`config.mk`:
```
export PLATFORM = sky130hd
export DESIGN_NAME = bsir_regs
export DESIGN_NICKNAME = d
export VERILOG_FILES = /design/src/rtl/bsir_pkg.sv /design/src/rtl/bsir_regs.sv
export SDC_FILE = /design/constraint.sdc
export NUM_CORES = 1
export LEC_CHECK = 0
export ABC_AREA = 0
export BUFFER_PORTS_ARGS = -buffer_cell sky130_fd_sc_hd__buf_2
export CORE_ASPECT_RATIO = 1.2
export CORE_MARGIN = 2
export CORE_UTILIZATION = 35
export CTS_BUF_LIST = sky130_fd_sc_hd__clkbuf_16
export DETAILED_ROUTE_END_ITERATION = 8
export GPL_TIMING_DRIVEN = 1
export PLACE_DENSITY_LB_ADDON = 0.12
export SLEW_MARGIN = 40
export SYNTH_ARGS = -nofsm -noshare
export SYNTH_HDL_FRONTEND = slang
export SYNTH_SLANG_ARGS = --single-unit
```
`constraint.sdc`:
```
create_clock -name core_clk -period 2.32 [get_ports core_clk]
set_clock_uncertainty 0.1 [all_clocks]
set_input_delay 0.116 -clock core_clk [delete_from_list [all_inputs] [get_ports core_clk]]
set_output_delay 0.116 -clock core_clk [all_outputs]
set_load 0.005 [all_outputs]
```
`src/rtl/bsir_pkg.sv`:
```
package bsir_pkg;
	// ----------------------------------------------------------------
	// register offsets
	// ----------------------------------------------------------------
	localparam logic [7:0] OFF_STATUS = 8'h00;
	localparam logic [7:0] OFF_CTRL   = 8'h01;
	localparam logic [7:0] OFF_BEVT   = 8'h10;
	localparam logic [7:0] OFF_SEVT   = 8'h11;
	localparam logic [7:0] OFF_FEVA   = 8'h12;
	localparam logic [7:0] OFF_FEVB   = 8'h13;
	localparam logic [7:0] OFF_BMSK   = 8'h14;
	localparam logic [7:0] OFF_VINS   = 8'h15;
	localparam logic [7:0] OFF_TMPS   = 8'h16;

	// ----------------------------------------------------------------
	// control field positions and reset values
	// ----------------------------------------------------------------
	localparam int         CB_RST     = 7;
	localparam int         CB_CHGEN   = 6;
	localparam int         CB_BOOST   = 5;
	localparam int         CB_FCTRY   = 4;
	localparam int         CB_THERM   = 3;
	localparam int         CB_PATH    = 2;
	localparam int         CB_TMR     = 1;
	localparam int         CB_GMASK   = 0;
	localparam logic [7:0] CTRL_RST   = 8'h55;
	localparam logic [7:0] BMSK_RST   = 8'h00;

	// event bits: boost events, status event, mask positions
	localparam int         BE_OVL     = 0;
	localparam int         BE_RNG     = 1;
	localparam int         SE_STATE   = 0;
	localparam int         MK_STATE   = 2;

	// state field codes
	localparam logic [3:0] ST_OFF     = 4'h0;
	localparam logic [3:0] ST_DONE    = 4'h6;
	localparam logic [3:0] ST_WWAIT   = 4'h8;
	localparam logic [3:0] ST_WCHG    = 4'hA;
	localparam logic [3:0] ST_BSETUP  = 4'hC;
	localparam logic [3:0] ST_BRUN    = 4'hD;
	localparam logic [3:0] ST_BFAULT  = 4'hF;

	// synchroniser lane positions
	localparam int         SY_BPIN    = 0;
	localparam int         SY_FPIN    = 1;
	localparam int         SY_BATFET  = 2;
	localparam int         SY_OVL     = 3;
	localparam int         SY_VLO     = 4;
	localparam int         SY_VHI     = 5;
	localparam int         SY_VIN     = 6;
	localparam int         SY_TMP     = 14;
	localparam int         SY_W       = 22;

	// timing
	localparam int         CLK_PERIOD_NS = 5;
	localparam int         EVT_PULSE_NS  = 100000;

	typedef enum logic [1:0] {BST_IDLE, BST_SETUP, BST_RUN, BST_FAULT} bsir_bst_t;

	typedef struct packed {
		logic [SY_W-1:0] s1;
		logic [SY_W-1:0] s2;
		logic [7:0]      ctrl;
		bsir_bst_t       bst;
		logic [3:0]      prev;
		logic [7:0]      se;
		logic [7:0]      be;
		logic [7:0]      fa;
		logic [7:0]      fb;
		logic [7:0]      msk;
		logic [7:0]      rdata;
		logic            srst;
		logic            fired;
		logic            pulse;
		logic [15:0]     cnt;
	} bsir_q_t;
endpackage

```
`src/rtl/bsir_regs.sv`:
```
`timescale 1ns/10ps
`default_nettype none
// Notes on behaviour
// - overload in unconfigured boost sets indication bit
// - battery out of range stops boost, flags
// - restart only after request toggles off
// - state field encodes charge states 0000..1011
// - boost states report 1100, 1101, 1111
// - charger fault events held cleared in boost
// - state change pulses event pin, low in boost
// - transitions and boost events interrupt unless masked
// - event bits clear when read
// - one pulse until events fully cleared
// - sense registers show live comparator levels
// - status bit1 summarises status events
// - status bit0 summarises fault and boost events
// - status bit3 shows isolation transistor present
// - control bit7 write resets all registers
// - bit6 enables charging, zero stops boost
// - bit5 requests boost, clears on charge entry
// - bit4 resets to one, reloads on boost
// - bit3 enables thermal charge current derating
// - bit2 selects limited or low-resistance path
// - bit1 restarts charge timer, self clears
// - bit0 global mask blocks event pin
// - factory mode when pin equals setting bit
module bsir_regs
	import bsir_pkg::*;
#(
	parameter int unsigned PULSE_CYC = EVT_PULSE_NS / CLK_PERIOD_NS
) (
	input  wire logic       core_clk,          // device clock
	input  wire logic       rst,               // sync reset, high
	input  wire logic [7:0] reg_addr,          // register address
	input  wire logic       reg_wr,            // write strobe
	input  wire logic       reg_rd,            // read strobe
	input  wire logic [7:0] reg_wdata,         // write data
	output logic      [7:0] reg_rdata,         // read data, next cycle
	input  wire logic [3:0] charge_state,      // charger state code
	input  wire logic       charge_mode_enter, // charge mode entry pulse
	input  wire logic       power_off,         // device off state
	input  wire logic       setup_done,        // boost start-up finished
	input  wire logic [7:0] fault_a_set,       // charger fault events a
	input  wire logic [7:0] fault_b_set,       // charger fault events b
	input  wire logic       boost_request_pin, // external boost request
	input  wire logic       factory_pin,       // factory strap pin
	input  wire logic       batfet_detect,     // isolation fet present
	input  wire logic       overload_cmp,      // load above precharge source
	input  wire logic       vbat_low_cmp,      // battery under threshold
	input  wire logic       vbat_high_cmp,     // battery over threshold
	input  wire logic [7:0] vin_cmp,           // input comparators
	input  wire logic [7:0] temp_cmp,          // thermal comparators
	output logic            event_pin,         // event pin level
	output logic            boost_on,          // boost converter enable
	output logic            charging_allow,    // charging enabled
	output logic            thermal_derate,    // thermal current derate
	output logic            path_low_res,      // low-resistance path
	output logic            timer_restart,     // charge timer restart pulse
	output logic            factory_active     // factory mode active
);

	// ----------------------------------------------------------------
	// helpers
	// ----------------------------------------------------------------
	localparam bsir_q_t Q_RST = '{ctrl: CTRL_RST, msk: BMSK_RST, bst: BST_IDLE, default: '0};

	// address match, used by the write and read-clear decodes
	function automatic logic hit(input logic [7:0] a, input logic [7:0] off);
		return a == off;
	endfunction

	// charger active or wait states hold the pin low
	function automatic logic chg_active(input logic [3:0] s);
		return (s != ST_OFF && s <= ST_DONE) || (s >= ST_WWAIT && s <= ST_WCHG);
	endfunction

	bsir_q_t    q;
	bsir_q_t    d;
	logic [3:0] sf;
	logic [7:0] stat_val;
	logic       req;
	logic       rng;
	logic       pending;
	logic       all_clear;
	logic       start;
	logic       bmode;
	logic       any_se;
	logic       any_flt;

	// ----------------------------------------------------------------
	// status view
	// ----------------------------------------------------------------
	assign bmode = q.bst != BST_IDLE;
	assign req   = q.ctrl[CB_BOOST] | q.s2[SY_BPIN];
	assign rng   = q.s2[SY_VLO] | q.s2[SY_VHI];

	// state field, boost codes override charger codes
	always_comb begin
		case (q.bst)
			BST_SETUP: sf = ST_BSETUP;
			BST_RUN:   sf = ST_BRUN;
			BST_FAULT: sf = ST_BFAULT;
			default:   sf = charge_state;
		endcase
	end

	// summary bits follow the event registers directly
	assign stat_val = {sf, q.s2[SY_BATFET], 1'b0,
		|q.se,
		|q.fa | |q.fb | |q.be};

	// interrupt request terms
	assign pending   = |(q.be[BE_RNG:BE_OVL] & ~q.msk[BE_RNG:BE_OVL])
		| (q.se[SE_STATE] & ~q.msk[MK_STATE]) | |q.fa | |q.fb;
	assign all_clear = ~(|q.se | |q.be | |q.fa | |q.fb);

	// summary terms kept as plain signals so checks can look back at them
	assign any_se    = |q.se;
	assign any_flt   = |q.be | |q.fa | |q.fb;
	assign start     = pending & ~q.fired & ~q.ctrl[CB_GMASK] & ~q.pulse;

	// ----------------------------------------------------------------
	// next state
	// ----------------------------------------------------------------
	always_comb begin
		d = q;
		d.s1 = {temp_cmp, vin_cmp, vbat_high_cmp, vbat_low_cmp, overload_cmp,
			batfet_detect, factory_pin, boost_request_pin};
		d.s2 = q.s1;
		d.srst = 1'b0;
		d.ctrl[CB_TMR] = 1'b0;
		// register writes
		if (reg_wr && hit(reg_addr, OFF_CTRL)) begin
			d.ctrl = {1'b0, reg_wdata[6:0]};
			d.srst = reg_wdata[CB_RST];
		end
		if (reg_wr && hit(reg_addr, OFF_BMSK)) begin
			d.msk = reg_wdata;
		end
		if (charge_mode_enter) begin
			d.ctrl[CB_BOOST] = 1'b0;
		end
		// boost sequencing
		case (q.bst)
			BST_IDLE: begin
				if (req && q.ctrl[CB_CHGEN]) begin
					d.bst = BST_SETUP;
					d.ctrl[CB_FCTRY] = CTRL_RST[CB_FCTRY];
				end
			end
			BST_SETUP, BST_RUN: begin
				if (!req || !q.ctrl[CB_CHGEN]) begin
					d.bst = BST_IDLE;
				end else if (rng) begin
					d.bst = BST_FAULT;
				end else if (setup_done) begin
					d.bst = BST_RUN;
				end
			end
			BST_FAULT: begin
				if (!req) begin
					d.bst = BST_IDLE;
				end
			end
			default: d.bst = BST_IDLE;
		endcase
		// event registers, set wins over read clear
		d.be = q.be & ~{8{reg_rd && hit(reg_addr, OFF_BEVT)}};
		d.se = q.se & ~{8{reg_rd && hit(reg_addr, OFF_SEVT)}};
		d.fa = (q.fa & ~{8{reg_rd && hit(reg_addr, OFF_FEVA)}}) | fault_a_set;
		d.fb = (q.fb & ~{8{reg_rd && hit(reg_addr, OFF_FEVB)}}) | fault_b_set;
		if (bmode && !q.ctrl[CB_PATH] && q.s2[SY_OVL]) begin
			d.be[BE_OVL] = 1'b1;
		end
		if ((q.bst == BST_SETUP || q.bst == BST_RUN) && req && q.ctrl[CB_CHGEN] && rng) begin
			d.be[BE_RNG] = 1'b1;
		end
		if (sf != q.prev) begin
			d.se[SE_STATE] = 1'b1;
		end
		d.prev = sf;
		if (bmode) begin
			d.fa = '0;
			d.fb = '0;
		end
		// read data
		if (reg_rd) begin
			case (reg_addr)
				OFF_STATUS: d.rdata = stat_val;
				OFF_CTRL:   d.rdata = q.ctrl;
				OFF_BEVT:   d.rdata = q.be;
				OFF_SEVT:   d.rdata = q.se;
				OFF_FEVA:   d.rdata = q.fa;
				OFF_FEVB:   d.rdata = q.fb;
				OFF_BMSK:   d.rdata = q.msk;
				OFF_VINS:   d.rdata = q.s2[SY_VIN +: 8];
				OFF_TMPS:   d.rdata = q.s2[SY_TMP +: 8];
				default:    d.rdata = 8'h00;
			endcase
		end
		// event pulse timing
		if (start) begin
			d.pulse = 1'b1;
			d.fired = 1'b1;
			d.cnt = 16'(PULSE_CYC - 1);
		end else if (q.pulse) begin
			if (q.cnt == 16'h0000) begin
				d.pulse = 1'b0;
			end else begin
				d.cnt = q.cnt - 16'h0001;
			end
		end
		if (all_clear && !start) begin
			d.fired = 1'b0;
		end
		// soft register reset and off state
		if (q.srst || power_off) begin
			d = Q_RST;
			d.s1 = q.s1;
			d.s2 = q.s2;
			d.prev = sf;
		end
	end

	// state register
	always_ff @(posedge core_clk) begin
		if (rst) begin
			q <= Q_RST;
		end else begin
			q <= d;
		end
	end

	// ----------------------------------------------------------------
	// outputs
	// ----------------------------------------------------------------
	assign reg_rdata      = q.rdata;
	assign event_pin      = (bmode | ~chg_active(sf)) ^ q.pulse;
	assign boost_on       = q.bst == BST_SETUP || q.bst == BST_RUN;
	assign charging_allow = q.ctrl[CB_CHGEN];
	assign thermal_derate = q.ctrl[CB_THERM];
	assign path_low_res   = q.ctrl[CB_PATH];
	assign timer_restart  = q.ctrl[CB_TMR];
	assign factory_active = q.s2[SY_FPIN] == q.ctrl[CB_FCTRY];
endmodule
`default_nettype wire

```
=== Yosys cells after proc, flatten, opt, wreduce, memory -nomap -nowiden ===
Index checks and enable logic that the tools add are counted.

* Add/sub/neg operators: 1
* $lt $le $gt $ge: 3
* Equality and inequality tests: 17
* Multiplexer cells: 18
* Bitwise gates (word level): 36
* Reduce and logical (&&, ||, !) cells: 44

{| class="wikitable"
|+ Operators by type and width
! operator !! count
|-
| $pmux 8 s9 || 1
|-
| $eq 8x5->1 const B || 7
|-
| $mux 17 || 2
|-
| $and 8x8->8 || 4
|-
| $not 8->8 || 4
|-
| $reduce_or 8->1 || 4
|-
| $logic_not 16->1 || 1
|-
| $mux 16 || 1
|-
| $or 8x8->8 || 2
|-
| $sub 16x1->16 const B || 1
|-
| $logic_and 1x1->1 || 15
|-
| $reduce_or 3->1 || 5
|-
| $pmux 4 s3 || 1
|-
| $or 1x1->1 || 11
|-
| $mux 2 || 5
|-
| $eq 8x1->1 const B || 1
|-
| $logic_not 8->1 || 1
|-
| $not 1->1 || 8
|-
| $mux 1 || 6
|-
| $ne 2x2->1 const B || 3
|-
| $pmux 2 s3 || 1
|-
| $reduce_or 2->1 || 3
|-
| $mux 5 || 1
|-
| $and 1x1->1 || 4
|-
| other kinds (18) || 27
|}

* Register bits: 124
* Bits of input ports: 65
* Output and inout bits: 15

=== Depth between registers and ports, before layout ===
* Depth after elaboration: 12
* Depth in mapped cells: 8

=== Worst setup path after synthesis ===
OpenSTA, ideal clock, no wires.

* Path type: register to output
* From: register q[71] (netlist name)
* To: output port event_pin
* Arrival: 1.808 ns
* Required time: 2.104 ns
* Slack: 0.296 ns
* Stages on the path, launching flop included: 9
* Buffers on the path: 1
* Path through: dfxtp_1 inv_1 ha_1 clkbuf_1 mux2i_1 or2_2 mux2i_1 a221oi_1 xnor2_1

* Word-level cells in the longest chain between the ends: 8
* Elaborated cells on any way between the ends: 15

{| class="wikitable"
|+ Ends and longest elaborated chain
! item !! line !! RTL
|-
| from (decl) || bsir_regs.sv:77 || <nowiki>bsir_q_t q;</nowiki>
|-
| from (signal assigned) || bsir_regs.sv:228 || <nowiki>q <= Q_RST;</nowiki>
|-
| from (signal assigned) || bsir_regs.sv:230 || <nowiki>q <= d;</nowiki>
|-
| $eq 2x2->1 / $eq 2x1->1 (equally long branches) || bsir_regs.sv:99 || <nowiki>case (q.bst)</nowiki>
|-
| $pmux 4 s3 || bsir_regs.sv:99 ||
|-
| $le 4x3->1, or another cell as far along || bsir_regs.sv:74 || <nowiki>return (s != ST_OFF && s <= ST_DONE) || (s >= ST_WWAIT && s <= ST_WCHG);</nowiki>
|-
| $logic_and 1x1->1 || bsir_regs.sv:74 ||
|-
| $logic_or 1x1->1 || bsir_regs.sv:74 ||
|-
| $not 1->1 || bsir_regs.sv:238 || <nowiki>assign event_pin = (bmode | ~chg_active(sf)) ^ q.pulse;</nowiki>
|-
| $or 1x1->1 * || bsir_regs.sv:238 ||
|-
| $xor 1x1->1 * || bsir_regs.sv:238 ||
|-
| to (decl) || bsir_regs.sv:53 || <nowiki>output logic event_pin,</nowiki>
|}

Every way passes the cells marked *; elsewhere a longest branch is shown, timed or not.

=== Worst setup path in the final report ===
Ends and elaborated chain as after synthesis.

==> results.py <==
metrics = {
    "global_route": {
        "grt_pass1_wl_mm": 25.7,
        "antenna_found_initial": 0,
        "grt_pass1_vias": 4971,
        "busiest_layer": "met2",
        "grt_use_total": 0.194,
        "grt_max_degree": 45,
        "grt_util_met3": 0.0466,
        "met1_usage": 0.249,
        "grt_overflow": 0,
        "gr-usage-met2": 0.314,
    },
    "cells_and_area": {
        "final_cells": 1029,
        "multi_input_area_um2": 2820,
        "utilization": 0.468,
        "n_fill_cell": 1541,
        "fin_nets": 878,
        "insertedDiodeCount": 0,
        "regArea_um2": 2480,
        "synthToLayoutAreaGrowth_pct": 31.6,
        "layout-drive-gt1-share": 0.190,
        "fin_area_um2": 7290,
    },
    "placed_design": {
        "dpl.cell_count": 938,
        "dp_hpwl_mm": 11.4,
        "post-place-ws_ns": 0.212,
        "place_congestion": 0.847,
        "placed_cell_area_um2": 6160,
        "place.port_buffers": 79,
    },
    "drt": {
        "wirelength_mm": 16.0,
        "drc": 0,
        "vias": 5222,
        "wl_per_cell_um": 15.5,
        "postRouteAntennaNets": 0,
        "drtIter0Drc": 377,
        "vias_per_cell": 5.07,
        "dr.pass1.iters": 7,
    },
    "timing": {
        "post-route-period-util": 0.968,
        "setup_viol": 0,
        "fin_crit_ns": 2.25,
        "worst_pin_slew_ns": 0.598,
        "layout_setup_ws_ns": 0.0738,
        "hold_viol_final": 0,
        "relSlewSlack": 0.598,
        "drv_slew": 0,
        "max_freq_mhz": 445,
    },
    "critical_path": {
        "cp.required_ns": 2.10,
        "worst_setup_path_start_kind": "flip-flop",
        "worstPathMaxFanout": 5,
        "critPathKind": "flip-flop to primary output",
        "endpoint_kind": "primary output",
        "crit_arrival_ns": 2.03,
    },
    "yosys": {
        "synth_fp_nets": 743,
        "synth_seq_cells": 124,
        "synth_area_leaders": "dfxtp_1 45%, nand2_1 8.1%, a21oi_1 7.6%",
        "yosysMostFrequentCell": "dfxtp_1",
        "netlist.area_leader.share": 0.448,
        "yosysWarnings": 0,
        "avgSynthCellArea_um2": 8.23,
        "synth_ff_type": "dfxtp_1",
        "syn-cell-area_um2": 5540,
        "synth_cell_type_count": 56,
        "syn_inst": 673,
        "synth.top_cells.by_count": "124 x dfxtp_1, 120 x nand2_1, 84 x a21oi_1",
        "synth_top_area_cell": "dfxtp_1",
        "synth-seq-area-share": 0.448,
        "synth-edff-count": 0,
        "ys_async_sr_fraction": 0,
    },
    "pwr": {
        "leakagePower_nw": 2.95,
        "p_per_area_nw_per_um2": 676,
        "ir_drop_mv": 0.490,
    },
    "clock_tree": {
        "cts.sinks": 124,
        "path_clk_slew_ns": 0.06,
        "clock_path_buffers": 2,
        "cts_tree": "done",
        "htreeDepth": 4,
        "cts_buffers": 17,
        "cts_root_buf": "clkbuf_16",
        "clock_latency_ns": 0.42,
    },
    "flow_run": {
        "maxCapViolCount": 0,
    },
    "die": {
        "die_area_um2": 16900,
        "start_util": 0.356,
        "rows": 50,
        "die_w_um": 119,
        "io_pins": 80,
        "core-area_um2": 15600,
        "die-height_um": 142,
    },
    "min_path": {
        "hold_path.class": "primary input to flip-flop",
    },
    "status": {
        "status": "complete, no violations",
    },
}
[critical path, stage by stage, from the launching register on]
cell and delay, ns:
dfxtp_2 0.33, inv_2 0.09, ha_4 0.18, mux2i_2 0.22, or2_2 0.13, mux2i_1 0.08, a221oi_2 0.30, xnor2_1 0.15
buf_2 0.13
[where the power goes]
| group | switching [mW] | internal [mW] | leakage (nW) | total, mW |
|---|---|---|---|---|
| Clock | 0.964 | 1.33 | 0.244 | 2.29 |
| Combinational | 0.216 | 0.200 | 1.69 | 0.416 |
| Sequential | 0.0361 | 2.18 | 1.01 | 2.22 |
[routing by layer]
metal	routed length [um]	vias up	part of all wire
met5	0	-	0
met3	720	29	0.045
met2	7570	143	0.47
li1	-	2621	-
met1	7320	2429	0.46
met4	394	0	0.025
[cells by family (layout without fill, tap and decap cells)]
| family | Yosys count | after routing | synth area share |
|---|---|---|---|
| AND/OR/NAND/NOR | 286 | 286 | 0.246 |
| adder cells (fa/ha/maj) | 5 | 5 | 0.0113 |
| flip-flops | 124 | 124 | 0.448 |
| buffers and inverters | 60 | 208 | 0.0479 |
| multiplexers | 31 | 31 | 0.0590 |
| XOR/XNOR | 18 | 18 | 0.0285 |
| AO/OA/AOI/OAI | 149 | 149 | 0.159 |
[what timing repair did]
| action | in CTS | in global routing |
|---|---|---|
| resized for setup | 4 | 7 |
| hold buffers | 58 | 0 |
| setup buffers | 0 | 1 |
| pin swaps | 0 | 1 |
| endpoints found under the hold margin | 65 | 0 |
| setup endpoints to repair | 1 | 2 |
[flip-flops by register name, summed over array words and instances (netlist names)]
register,count
charging_allow,1
reg_rdata,8
path_low_res,1
thermal_derate,1
q,112
timer_restart,1
[metrics by stage]
| stage | hold slack, ns | total power, mW | TNS [ns] |
|---|---|---|---|
| floorplan | 0.0953 | 2.45 | 0 |
| global placement | 0.209 | 2.60 | 0 |
| detailed placement | 0.212 | 2.60 | 0 |
| CTS | 0.00403 | 4.98 | 0 |
| global route | 0.133 | 5.13 | -0.0483 |
| finish | 0.114 | 4.93 | 0 |
[worst paths after layout]
path,cells past startpoint,to,start,slack (ns)
worst max-delay path,8,event_pin,q[71],0.07
worst max register to register,7,q[71],q[72],0.19
worst min-delay path,4,reg_rdata[1],reg_rd,0.11
worst min register to register,2,q[94],q[116],0.35
[final cells by class]
cell class | instances | area share
Clock inverter | 15 | 0.0115
Clock buffer | 17 | 0.0583
Multi-Input combinational cell | 489 | 0.387
Tap cell | 208 | 0.0357
Timing Repair Buffer | 161 | 0.159
Inverter | 15 | 0.00772
Sequential cell | 124 | 0.341
[cells in the final DEF (no fill, tap or decap), types with 3 or more instances in the layout]
cell type / Yosys / routed
nor4_1: 13 / 13
inv_1: 15 / 13
nor3_1: 12 / 12
a31oi_1: 6 / 6
buf_2: 2 / 79
clkinv_2: 0 / 6
nor2b_1: 9 / 9
clkinv_1: 0 / 4
o221ai_1: 3 / 3
or4_1: 3 / 3
a21oi_1: 84 / 84
clkbuf_16: 0 / 17
mux2_2: 3 / 3
dlygate4sd3_1: 0 / 58
or3b_2: 5 / 5
nand2_1: 120 / 120
dfxtp_1: 124 / 122
ha_1: 5 / 3
nand3_1: 22 / 21
a22o_1: 5 / 5
xnor2_1: 5 / 5
buf_4: 8 / 24
o21ai_0: 19 / 18
mux2i_1: 27 / 26
xor2_1: 13 / 13
and2_1: 14 / 14
a221oi_1: 5 / 4
o21ai_1: 4 / 5
clkinvlp_4: 0 / 4
a32o_1: 3 / 3
nor2_1: 60 / 59
or3_1: 8 / 8
Power figures use the tool's default switching activity.
